### src/hdl/uiic_pkg.sv
// Package holding offsets, field positions, reset values and timing constants of the block.
package uiic_pkg;
  localparam logic [2:0] UIIC_OFS_IDENT = 3'h2;
  localparam logic [2:0] UIIC_OFS_FIFOCTL = 3'h2;
  localparam logic [2:0] UIIC_OFS_LFC = 3'h3;
  localparam logic [7:0] UIIC_IDENT_RST = 8'h01;
  localparam logic [7:0] UIIC_LFC_RST = 8'h00;
  localparam int UIIC_FCR_EN_BIT = 0;
  localparam int UIIC_FCR_RXCLR_BIT = 1;
  localparam int UIIC_FCR_TXCLR_BIT = 2;
  localparam int UIIC_FCR_TRIG_LSB = 6;
  localparam int UIIC_IER_RDA_BIT = 0;
  localparam int UIIC_IER_THRE_BIT = 1;
  localparam int UIIC_IER_LS_BIT = 2;
  localparam int UIIC_IER_MS_BIT = 3;
  localparam logic [4:0] UIIC_TRIG_1 = 5'h01;
  localparam logic [4:0] UIIC_TRIG_4 = 5'h04;
  localparam logic [4:0] UIIC_TRIG_8 = 5'h08;
  localparam logic [4:0] UIIC_TRIG_14 = 5'h0E;
  localparam logic [3:0] UIIC_ID_NONE = 4'h1;
  localparam logic [3:0] UIIC_ID_LS = 4'h6;
  localparam logic [3:0] UIIC_ID_RDA = 4'h4;
  localparam logic [3:0] UIIC_ID_TMO = 4'hC;
  localparam logic [3:0] UIIC_ID_THRE = 4'h2;
  localparam logic [3:0] UIIC_ID_MS = 4'h0;
  localparam logic [2:0] UIIC_TMO_CHARS = 3'h4;
endpackage

### src/hdl/uiic_evt_if.sv
// Interface carrying one interrupt source's set, clear and pending flag.
`timescale 1ns/10ps
interface uiic_evt_if;
  logic set;
  logic clr;
  logic pend;
  modport ctl (output set, output clr, input pend);
  modport flag (input set, input clr, output pend);
endinterface

### src/hdl/uiic_flag.sv
// Sticky interrupt source flag where a set beats a clear.
`timescale 1ns/10ps
module uiic_flag
(
  input wire logic mclk_i,
  input wire logic rst_n_i,
  uiic_evt_if.flag evt
);
  logic state;
  logic next_state;

  always_comb
  begin
    next_state = state;
    if (evt.clr)
    begin
      next_state = 1'b0;
    end
    if (evt.set)
    begin
      next_state = 1'b1;
    end
  end

  always_ff @(posedge mclk_i)
  begin
    if (!rst_n_i)
    begin
      state <= 1'b0;
    end
    else
    begin
      state <= next_state;
    end
  end

  assign evt.pend = state;

  set_wins_clear_a: assert property (@(posedge mclk_i) disable iff (!rst_n_i)
    evt.set |=> evt.pend) else $error("Flag lost a set event.");
endmodule

### src/hdl/uiic_top.sv
// Interrupt identity, FIFO control and line format registers of the serial port.
// Overview of operation
// RULE1: Transmit clear empties FIFO, self-clears, keeps shifter.
// RULE2: Trigger field picks 1, 4, 8, 14 bytes.
// RULE3: Priority: line status, data, holding empty, modem.
// RULE4: Identity frozen while its read is in progress.
// RULE5: Bit 0 low means pending; reset 01h.
// RULE6: Bit 3 only for timeout in FIFO mode.
// RULE7: Codes 1, 6, 4, C, 2, 0 per source.
// RULE8: Timeout after four idle character times.
// RULE9: Bits 7:6 mirror FIFO enable bit.
// RULE10: Line format field layout; resets to 00h.
// RULE11: Each source clears on its own access.
// RULE12: FIFO enable gates other control bits; clearing empties.
// RULE13: Data enable also gates the timeout interrupt.
// RULE14: Word length 00..11 means 5..8 bits.
`timescale 1ns/10ps
module uiic_top
(
  input wire logic mclk_i,
  input wire logic rst_n_i,
  input wire logic [2:0] addr_i,
  input wire logic rd_i,
  input wire logic wr_i,
  input wire logic [7:0] wdata_i,
  output logic [7:0] rdata_o,
  input wire logic [3:0] irq_enable_i,
  input wire logic line_err_i,
  input wire logic lsr_rd_i,
  input wire logic rx_push_i,
  input wire logic rx_pop_i,
  input wire logic [4:0] rx_count_i,
  input wire logic thr_empty_i,
  input wire logic thr_wr_i,
  input wire logic modem_chg_i,
  input wire logic msr_rd_i,
  input wire logic char_tick_i,
  output logic fifo_mode_o,
  output logic tx_fifo_clr_o,
  output logic rx_fifo_clr_o,
  output logic [4:0] rx_trigger_o,
  output logic rx_trig_hit_o,
  output logic divisor_access_select_o,
  output logic break_ctrl_o,
  output logic stick_parity_o,
  output logic parity_even_o,
  output logic parity_en_o,
  output logic stop_bits_o,
  output logic [3:0] data_bits_o,
  output logic irq_o
);
  logic [7:0] line_format_control;
  logic [7:0] next_lfc;
  logic fifo_enable_bit;
  logic next_fen;
  logic [1:0] trig_sel;
  logic [1:0] next_trig;
  logic tx_clr;
  logic next_tx_clr;
  logic rx_clr;
  logic next_rx_clr;
  logic [7:0] interrupt_identity;
  logic [7:0] next_ident;
  logic ident_rd_d;
  logic [2:0] idle_chars;
  logic [2:0] next_idle;
  logic tmo_pend;
  logic next_tmo;
  logic [7:0] rdata;
  logic [7:0] next_rdata;
  logic ident_rd;
  logic [3:0] cur_code;
  logic thre_served;
  logic thre_prev;
  logic trig_hit_prev;

  uiic_evt_if ls_evt();
  uiic_evt_if rda_evt();
  uiic_evt_if thre_evt();
  uiic_evt_if ms_evt();

  uiic_flag u_ls (.mclk_i(mclk_i), .rst_n_i(rst_n_i), .evt(ls_evt));
  uiic_flag u_rda (.mclk_i(mclk_i), .rst_n_i(rst_n_i), .evt(rda_evt));
  uiic_flag u_thre (.mclk_i(mclk_i), .rst_n_i(rst_n_i), .evt(thre_evt));
  uiic_flag u_ms (.mclk_i(mclk_i), .rst_n_i(rst_n_i), .evt(ms_evt));

  assign ident_rd = rd_i && (addr_i == uiic_pkg::UIIC_OFS_IDENT);

  // RULE2: threshold decode
  always_comb
  begin
    case (trig_sel)
      2'h0: rx_trigger_o = uiic_pkg::UIIC_TRIG_1;
      2'h1: rx_trigger_o = uiic_pkg::UIIC_TRIG_4;
      2'h2: rx_trigger_o = uiic_pkg::UIIC_TRIG_8;
      2'h3: rx_trigger_o = uiic_pkg::UIIC_TRIG_14;
      default: rx_trigger_o = uiic_pkg::UIIC_TRIG_1;
    endcase
  end
  assign rx_trig_hit_o = fifo_enable_bit ? (rx_count_i >= rx_trigger_o) : rx_count_i != 5'h00;

  // RULE11: per-source set and clear
  always_comb
  begin
    ls_evt.set = line_err_i;
    ls_evt.clr = lsr_rd_i;
    rda_evt.set = rx_trig_hit_o && !trig_hit_prev;
    rda_evt.clr = rx_pop_i || !rx_trig_hit_o;
    thre_evt.set = thr_empty_i && !thre_prev;
    thre_evt.clr = thr_wr_i || thre_served;
    ms_evt.set = modem_chg_i;
    ms_evt.clr = msr_rd_i;
  end

  assign thre_served = ident_rd_d && !ident_rd
    && (interrupt_identity[3:0] == uiic_pkg::UIIC_ID_THRE);

  // RULE8: idle character time counter for timeout
  always_comb
  begin
    next_idle = idle_chars;
    next_tmo = tmo_pend;
    if (rx_push_i || rx_pop_i || !fifo_enable_bit || rx_count_i == 5'h00)
    begin
      next_idle = 3'h0;
      next_tmo = 1'b0;
    end
    else if (char_tick_i && idle_chars != uiic_pkg::UIIC_TMO_CHARS)
    begin
      next_idle = idle_chars + 3'h1;
      if (idle_chars + 3'h1 == uiic_pkg::UIIC_TMO_CHARS)
      begin
        next_tmo = 1'b1;
      end
    end
  end

  // RULE3: priority select with source enables
  always_comb
  begin
    if (ls_evt.pend && irq_enable_i[uiic_pkg::UIIC_IER_LS_BIT])
    begin
      cur_code = uiic_pkg::UIIC_ID_LS;
    end
    else if (rda_evt.pend && irq_enable_i[uiic_pkg::UIIC_IER_RDA_BIT])
    begin
      cur_code = uiic_pkg::UIIC_ID_RDA;
    end
    // RULE13: data enable also gates timeout
    else if (tmo_pend && fifo_enable_bit && irq_enable_i[uiic_pkg::UIIC_IER_RDA_BIT])
    begin
      // RULE6: bit 3 only in FIFO mode timeout
      cur_code = uiic_pkg::UIIC_ID_TMO;
    end
    else if (thre_evt.pend && irq_enable_i[uiic_pkg::UIIC_IER_THRE_BIT])
    begin
      cur_code = uiic_pkg::UIIC_ID_THRE;
    end
    else if (ms_evt.pend && irq_enable_i[uiic_pkg::UIIC_IER_MS_BIT])
    begin
      cur_code = uiic_pkg::UIIC_ID_MS;
    end
    else
    begin
      // RULE5: no pending reads bit 0 high
      cur_code = uiic_pkg::UIIC_ID_NONE;
    end
  end

  // RULE4: hold identity during a read
  // RULE7: code placed in low nibble
  // RULE9: top bits mirror FIFO enable
  always_comb
  begin
    next_ident = interrupt_identity;
    if (!ident_rd)
    begin
      next_ident = {{2{fifo_enable_bit}}, 2'h0, cur_code};
    end
  end

  // RULE12: FIFO control write gating
  // RULE1: self-clearing FIFO clear pulses
  always_comb
  begin
    next_fen = fifo_enable_bit;
    next_trig = trig_sel;
    next_tx_clr = 1'b0;
    next_rx_clr = 1'b0;
    if (wr_i && addr_i == uiic_pkg::UIIC_OFS_FIFOCTL)
    begin
      next_fen = wdata_i[uiic_pkg::UIIC_FCR_EN_BIT];
      if (wdata_i[uiic_pkg::UIIC_FCR_EN_BIT])
      begin
        next_trig = wdata_i[uiic_pkg::UIIC_FCR_TRIG_LSB +: 2];
        next_tx_clr = wdata_i[uiic_pkg::UIIC_FCR_TXCLR_BIT];
        next_rx_clr = wdata_i[uiic_pkg::UIIC_FCR_RXCLR_BIT];
      end
      else
      begin
        next_tx_clr = 1'b1;
        next_rx_clr = 1'b1;
      end
    end
  end

  // RULE10: line format register storage
  always_comb
  begin
    next_lfc = line_format_control;
    if (wr_i && addr_i == uiic_pkg::UIIC_OFS_LFC)
    begin
      next_lfc = wdata_i;
    end
  end

  always_comb
  begin
    next_rdata = rdata;
    if (rd_i)
    begin
      case (addr_i)
        uiic_pkg::UIIC_OFS_IDENT: next_rdata = ident_rd_d ? interrupt_identity : next_ident;
        uiic_pkg::UIIC_OFS_LFC: next_rdata = line_format_control;
        default: next_rdata = 8'h00;
      endcase
    end
  end

  always_ff @(posedge mclk_i)
  begin
    if (!rst_n_i)
    begin
      line_format_control <= uiic_pkg::UIIC_LFC_RST;
      fifo_enable_bit <= 1'b0;
      trig_sel <= 2'h0;
      tx_clr <= 1'b0;
      rx_clr <= 1'b0;
      interrupt_identity <= uiic_pkg::UIIC_IDENT_RST;
      ident_rd_d <= 1'b0;
      idle_chars <= 3'h0;
      tmo_pend <= 1'b0;
      rdata <= 8'h00;
      thre_prev <= 1'b0;
      trig_hit_prev <= 1'b0;
    end
    else
    begin
      line_format_control <= next_lfc;
      fifo_enable_bit <= next_fen;
      trig_sel <= next_trig;
      tx_clr <= next_tx_clr;
      rx_clr <= next_rx_clr;
      interrupt_identity <= next_ident;
      ident_rd_d <= ident_rd;
      idle_chars <= next_idle;
      tmo_pend <= next_tmo;
      rdata <= next_rdata;
      thre_prev <= thr_empty_i;
      trig_hit_prev <= rx_trig_hit_o;
    end
  end

  assign rdata_o = rdata;
  assign fifo_mode_o = fifo_enable_bit;
  assign tx_fifo_clr_o = tx_clr;
  assign rx_fifo_clr_o = rx_clr;
  assign divisor_access_select_o = line_format_control[7];
  assign break_ctrl_o = line_format_control[6];
  assign stick_parity_o = line_format_control[5];
  assign parity_even_o = line_format_control[4];
  assign parity_en_o = line_format_control[3];
  assign stop_bits_o = line_format_control[2];
  // RULE14: word length to data bit count
  assign data_bits_o = 4'h5 + {2'h0, line_format_control[1:0]};
  assign irq_o = !interrupt_identity[0];

  ident_freeze_a: assert property (@(posedge mclk_i) disable iff (!rst_n_i) // RULE4
    ident_rd |=> $stable(interrupt_identity)) else $error("Identity changed during read.");
  tx_clr_pulse_a: assert property (@(posedge mclk_i) disable iff (!rst_n_i) // RULE1
    tx_clr |=> !tx_clr || $past(wr_i)) else $error("Transmit clear did not self-clear.");
  fifo_en_top_a: assert property (@(posedge mclk_i) disable iff (!rst_n_i) // RULE9
    interrupt_identity[7:6] == {2{$past(fifo_enable_bit)}} || $past(ident_rd))
    else $error("Identity top bits mismatch FIFO enable.");
  bit3_mode_a: assert property (@(posedge mclk_i) disable iff (!rst_n_i) // RULE6
    interrupt_identity[3] |-> interrupt_identity[2] && $past(fifo_enable_bit))
    else $error("Bit 3 set outside a timeout.");
  ls_first_a: assert property (@(posedge mclk_i) disable iff (!rst_n_i) // RULE3
    ls_evt.pend && irq_enable_i[2] && !ident_rd |=> interrupt_identity[3:0] == 4'h6)
    else $error("Line status not reported first.");
  pend_low_a: assert property (@(posedge mclk_i) disable iff (!rst_n_i) // RULE5
    irq_o == (interrupt_identity[3:0] != 4'h1)) else $error("Pending bit inconsistent.");
  trig_map_a: assert property (@(posedge mclk_i) disable iff (!rst_n_i) // RULE2
    trig_sel == 2'h3 |-> rx_trigger_o == 5'h0E) else $error("Trigger level wrong.");
  lfc_write_a: assert property (@(posedge mclk_i) disable iff (!rst_n_i) // RULE10
    wr_i && addr_i == 3'h3 |=> line_format_control == $past(wdata_i))
    else $error("Line format write lost.");
endmodule

### config.mk
export PLATFORM = sky130hd
export DESIGN_NAME = uiic_top
export DESIGN_NICKNAME = d
export VERILOG_FILES = /design/src/hdl/uiic_pkg.sv /design/src/hdl/uiic_evt_if.sv /design/src/hdl/uiic_flag.sv /design/src/hdl/uiic_top.sv
export SDC_FILE = /design/constraint.sdc
export NUM_CORES = 1
export LEC_CHECK = 0
export BUFFER_PORTS_ARGS = -buffer_cell sky130_fd_sc_hd__buf_2
export CAP_MARGIN = 10
export CORE_ASPECT_RATIO = 1.1
export CORE_MARGIN = 10
export CORE_UTILIZATION = 35
export DETAILED_ROUTE_END_ITERATION = 16
export GPL_ROUTABILITY_DRIVEN = 1
export PLACE_DENSITY = 0.66
export SYNTH_ARGS = -nofsm -noshare
export SYNTH_HDL_FRONTEND = slang
export SYNTH_SLANG_ARGS = --single-unit
export TNS_END_PERCENT = 30
### constraint.sdc
create_clock -name mclk_i -period 2 [get_ports mclk_i]
set_input_delay 0.2 -clock mclk_i [delete_from_list [all_inputs] [get_ports mclk_i]]
set_output_delay 0.2 -clock mclk_i [all_outputs]
set_load 0.01 [all_outputs]
=== After elaboration in Yosys (flattened, before gate mapping) ===
Index checks and enable logic that the tools add are counted.
Widths: inputs -> output; s select.

* Register bits: 40
* Bits in latches: 0
* RAM bits: 0
* Memory bits (read-only): 0
* Memories: 0

* Add/sub/neg operators: 2
* $mul: 0
* Divide/modulo/power cells: 0
* Magnitude comparators: 1
* Equal/unequal tests: 8
* Shift-type cells: 0
* Muxes and demuxes: 20
* Bitwise operators: 1
* Reduce and logical (&&, ||, !) cells: 36

{| class="wikitable"
|+ Operators with widths
! kind !! count
|-
| $pmux 5 s4 || 1
|-
| $mux 8 || 2
|-
| $pmux 8 s2 || 1
|-
| $logic_and 1x1->1 || 14
|-
| $mux 1 || 12
|-
| $mux 4 || 3
|-
| $reduce_bool 2->1 || 4
|-
| $eq 3x2->1 const B || 2
|-
| $logic_not 1->1 || 6
|-
| $reduce_and 2->1 || 3
|-
| $ge 5x5->1 || 1
|-
| $logic_not 5->1 || 1
|-
| $logic_or 1x1->1 || 5
|-
| $reduce_bool 5->1 || 1
|-
| $add 3x2->4 const A || 1
|-
| $eq 2x2->1 const B || 2
|-
| $eq 4x2->1 const B || 1
|-
| $add 3x1->3 const B || 1
|-
| $eq 3x3->1 const B || 1
|-
| $ne 3x3->1 const B || 1
|-
| $eq 2x1->1 const B || 1
|-
| $logic_not 2->1 || 1
|-
| $mux 2 || 1
|-
| $reduce_or 2->1 || 1
|-
| $not 1->1 || 1
|}

=== Depth between registers and ports, before layout ===
* Depth in word-level cells: 9
* Mapped depth: 7
* Mapped depth without buffers: 7

=== Modules after synthesis ===
A second synthesis with hierarchy kept.

* Cells, all modules: 206
* Area total of the unflattened synthesis: 1875.5 um2

{| class="wikitable"
|+ Modules (own cells, without submodules)
! module !! instances !! cells each !! area each (um2)
|-
| uiic_top || 1 || 194 || 1710.4
|-
| uiic_flag || 4 || 3 || 41.3
|}

=== Worst setup path after synthesis ===
No wires, ideal clock.

* Path type: reg-to-output
* From: register trig_sel[1]
* To: output rx_trig_hit_o
* Data arrival time: 1.561 ns
* Required time: 1.800 ns
* Setup slack: 0.239 ns
* Cell stages (with the launch flop): 8
* Buffers on the path: 0
* Cell sequence: dfxtp_1 -> nor2_1 -> ha_1 -> nand2b_1 -> a21o_1 -> a21o_1 -> a21oi_1 -> nor2_1

* Longest elaborated chain between the ends: 4
* Elaborated cells between the ends (all ways): 7
* Classes of those cells: 1 x order compare; 3 x eq/ne; 2 x mux; 1 x reduce/logical

{| class="wikitable"
|+ RTL lines
! what !! RTL line !! text
|-
| from (decl) || uiic_top.sv:56 || <nowiki>logic [1:0] trig_sel;</nowiki>
|-
| from (signal assigned) || uiic_top.sv:251 || <nowiki>trig_sel <= next_trig;</nowiki>
|-
| $eq 2x2->1 (tied with other cells) || uiic_top.sv:92 || <nowiki>case (trig_sel)</nowiki>
|-
| $pmux 5 s4 * || uiic_top.sv:92 ||
|-
| net rx_trigger_o[0] || uiic_top.sv:41 || <nowiki>output logic [4:0] rx_trigger_o,</nowiki>
|-
| $ge 5x5->1 * || uiic_top.sv:100 || <nowiki>assign rx_trig_hit_o = fifo_enable_bit ? (rx_count_i >= rx_trigger_o) : rx_count_i != 5'h00;</nowiki>
|-
| $mux 1 * || uiic_top.sv:100 ||
|-
| to (decl) || uiic_top.sv:42 || <nowiki>output logic rx_trig_hit_o,</nowiki>
|}

Mark *: on every way through the listed nets, which the timed path passes. The rest lies on a longest branch. The select of a mux whose other input is x is not followed.

=== Worst setup path in the final report ===
* From: register trig_sel[0]
* To: output rx_trig_hit_o

* Longest elaborated chain between the ends: 4
* Elaborated cells between the ends (all ways): 7
* Classes of those cells: 1 x order compare; 3 x eq/ne; 2 x mux; 1 x reduce/logical

{| class="wikitable"
|+ RTL lines
! what !! RTL line
|-
| $eq 2x2->1 (tied with other cells) || uiic_top.sv:92
|-
| $pmux 5 s4 * || uiic_top.sv:92
|-
| $ge 5x5->1 * || uiic_top.sv:100
|-
| $mux 1 * || uiic_top.sv:100
|}

Mark *: on every way between the ends. The rest lies on a longest branch, timed or not. The select of a mux whose other input is x is not followed.

==> results.py <==
metrics = {
    "setup_path": {
        "worstSetupStartpoint": "trig_sel[0]",
        "reg2reg_to": "u_rda.evt.pend",
        "reg2reg_slack_ns": 0.41,
        "worst-setup-path-type": "reg -> out",
        "cp_data_required_time_ns": 1.80,
        "arrival_ns": 1.79,
        "r2r-start": "trig_sel[0]",
        "crit_end": "rx_trig_hit_o",
        "r2r_cells": 8,
        "cp_max_fo": 5,
        "end_kind": "output port",
        "crit_path_start_kind": "register",
    },
    "global_routing": {
        "grt_max_degree": 36,
        "grt_pass1_vias": 1681,
        "globalRouteOverflowTotal": 0,
        "track_usage": 0.119,
        "antenna_found_initial": 0,
        "grt_pass1_wl_um": 7940,
    },
    "floorplan": {
        "die_x_um": 88.8,
        "io_pins": 61,
        "core_area_mm2": 0.00503,
        "rows": 27,
        "initial_core_util": 0.362,
        "die_area_mm2": 0.00849,
        "die_h_um": 95.6,
    },
    "routing": {
        "vias": 1650,
        "ant_nets": 0,
        "drt_iter0_drc": 73,
        "drcViolationCount": 0,
        "totalWireLength_um": 4960,
        "post_drt_wl_per_cell_um": 15.0,
        "viasPerCell": 5.00,
        "drt-pass1-iter-count": 4,
    },
    "layout": {
        "fin_nets": 312,
        "area_growth_pct": 26.7,
        "drive_above_1_share": 0.305,
        "antenna_cells": 0,
        "layout_common_cells": "buf_2 (59), nand2_1 (41), dfxtp_1 (38)",
        "fin_cells": 330,
        "final_common_cell": "buf_2",
    },
    "timing": {
        "setup_viol": 0,
        "slew_violations": 0,
        "max_freq_ghz": 0.502,
        "skew_ns": 0.0137,
        "tns_ns": 0,
        "post-route-period-util": 0.996,
        "rsz0062_at_grt": "true",
        "finalCriticalPeriod_ns": 1.99,
        "finalHoldViolCount": 0,
    },
    "clocking": {
        "cts_buffers": 5,
        "cts_tree": "yes",
        "cts.path.max_buffers": 2,
        "cts_hold_buffers": 0,
        "clkLatencyLatePin_ns": 0.30,
        "htree_levels": 2,
        "cts.sinks": 40,
        "cts-root-buf": "clkbuf_8",
        "cts.clk_slew.worst_paths_ns": 0.09,
    },
    "synth": {
        "synth_async_sr_flop_share": 0,
        "ys_seq_area_frac": 0.440,
        "ys_ff_latch": 40,
        "netlist_top_cells_area": "dfxtp_1 (44%), nand2_1 (8.5%), ha_1 (5.5%)",
        "ys_types": 40,
        "syn-cell-area_mm2": 0.00182,
        "synth_enable_flop_cells": 0,
        "yosysWarnings": 0,
        "syn-num-nets": 253,
        "synth_flop_cell": "dfxtp_1",
        "netlist_instances": 212,
        "yosysTopAreaCell": "dfxtp_1",
        "synth.avg_cell_area_um2": 8.59,
        "synth_top_area_frac": 0.440,
    },
    "placement": {
        "hpwl_um": 3710,
        "port_buffers": 59,
        "place_congestion": 0.755,
        "place_inst": 319,
    },
    "power_and_ir_drop": {
        "peakVddDrop_uv": 399,
        "power_density_mw_per_mm2": 684,
        "finalPower_w": 0.00158,
        "power_leakage_nw": 1.08,
    },
    "worst_hold_path": {
        "min_path_type": "in -> reg",
    },
    "run_status": {
        "status": "finished, final reports clean",
    },
    "job": {
        "max_cap_viol_count": 0,
    },
}
cells by family after synthesis:
| kind of cell | after synthesis | synth area share |
|---|---|---|
| other | 1 | 0.00206 |
| buffers and inverters | 25 | 0.0557 |
| DFF | 40 | 0.440 |
| xor gates and xnor gates | 1 | 0.00481 |
| AOI/OAI and AO/OA | 52 | 0.207 |
| and+or+nand+nor | 82 | 0.219 |
| adders and majority gates | 8 | 0.0550 |
| muxes | 3 | 0.0172 |
worst max-delay path: stages (launching register included):
cell,delay (ns)
dfxtp_4,0.37
nor2_4,0.14
ha_4,0.21
nand2b_4,0.13
a21o_1,0.14
a21o_1,0.17
a21oi_2,0.15
nor2_1,0.06
buf_2,0.14
final cells by class:
type	instances	area, um^2
Multi-Input combinational cell	147	950
Sequential cell	40	806
Clock inverter	2	10.0
Clock buffer	6	82.6
Inverter	12	45.0
Fill cell	493	2730
Tap cell	58	72.6
Timing Repair Buffer	65	340
stage by stage:
step	utilization	setup slack (ns)	cell area, um^2	hold WS [ns]
finish	0.458	0.00748	2310	0.0998
global route	0.458	-0.0904	2310	0.0973
CTS	0.451	0.00672	2270	0.0956
detailed placement	0.428	0.188	2150	0.412
global placement	0.428	0.236	2150	0.411
floorplan	-	0.239	1820	0.290
worst min-delay path by stage:
stage / startpoint / to / slack, ns / cells after the start
floorplan: wdata_i[0] / rx_fifo_clr_o / 0.29 / 1
global placement: line_err_i / u_ls.evt.pend / 0.41 / 2
detailed placement: line_err_i / u_ls.evt.pend / 0.41 / 2
CTS: line_err_i / u_ls.evt.pend / 0.1 / 2
global route: line_err_i / u_ls.evt.pend / 0.1 / 2
finish: line_err_i / u_ls.evt.pend / 0.1 / 2
timing repair:
item	CTS	global route
pin swaps	1	6
endpoints found under the setup margin	1	1
resized for setup	4	4
setup buffers	2	1
flip-flops by register name, summed over array words and instances, names as in the netlist, 2 cells and up:
name / flops
interrupt_identity: 8
line_format_control: 8
rdata_o: 8
idle_chars: 3
trig_sel: 2
cells in the mapped netlist (2+ instances only):
master	number
mux2i_1	2
nor4_1	2
clkbuf_1	9
nor2_1	12
and2_1	3
nor2b_1	5
and3_1	3
o21ai_0	7
nand2_1	41
nor3b_1	2
a22oi_1	5
o21a_1	3
dfxtp_1	40
nand3_1	3
nor3_1	2
buf_2	3
o211a_1	4
inv_1	12
ha_1	8
a21boi_0	13
a21oi_1	9
a31oi_1	3
a21o_1	3
nand3b_1	2
per-layer routing:
| layer | vias up | track usage | part of all wire |
|---|---|---|---|
| met5 | - | 0 | 0 |
| met4 | 0 | 0.0391 | 0.013 |
| met3 | 7 | 0.0503 | 0.078 |
| met2 | 40 | 0.202 | 0.48 |
| met1 | 758 | 0.130 | 0.43 |
| li1 | 845 | - | - |
report_power, final:
part	switching, W	leakage, nW	internal (W)	total [W]
sequential	0.0000182	0.328	0.000821	0.000839
clock	0.000290	0.0510	0.000276	0.000565
combinational	0.0000909	0.702	0.0000817	0.000173
Note: power is estimated with default switching activity, not from simulation.
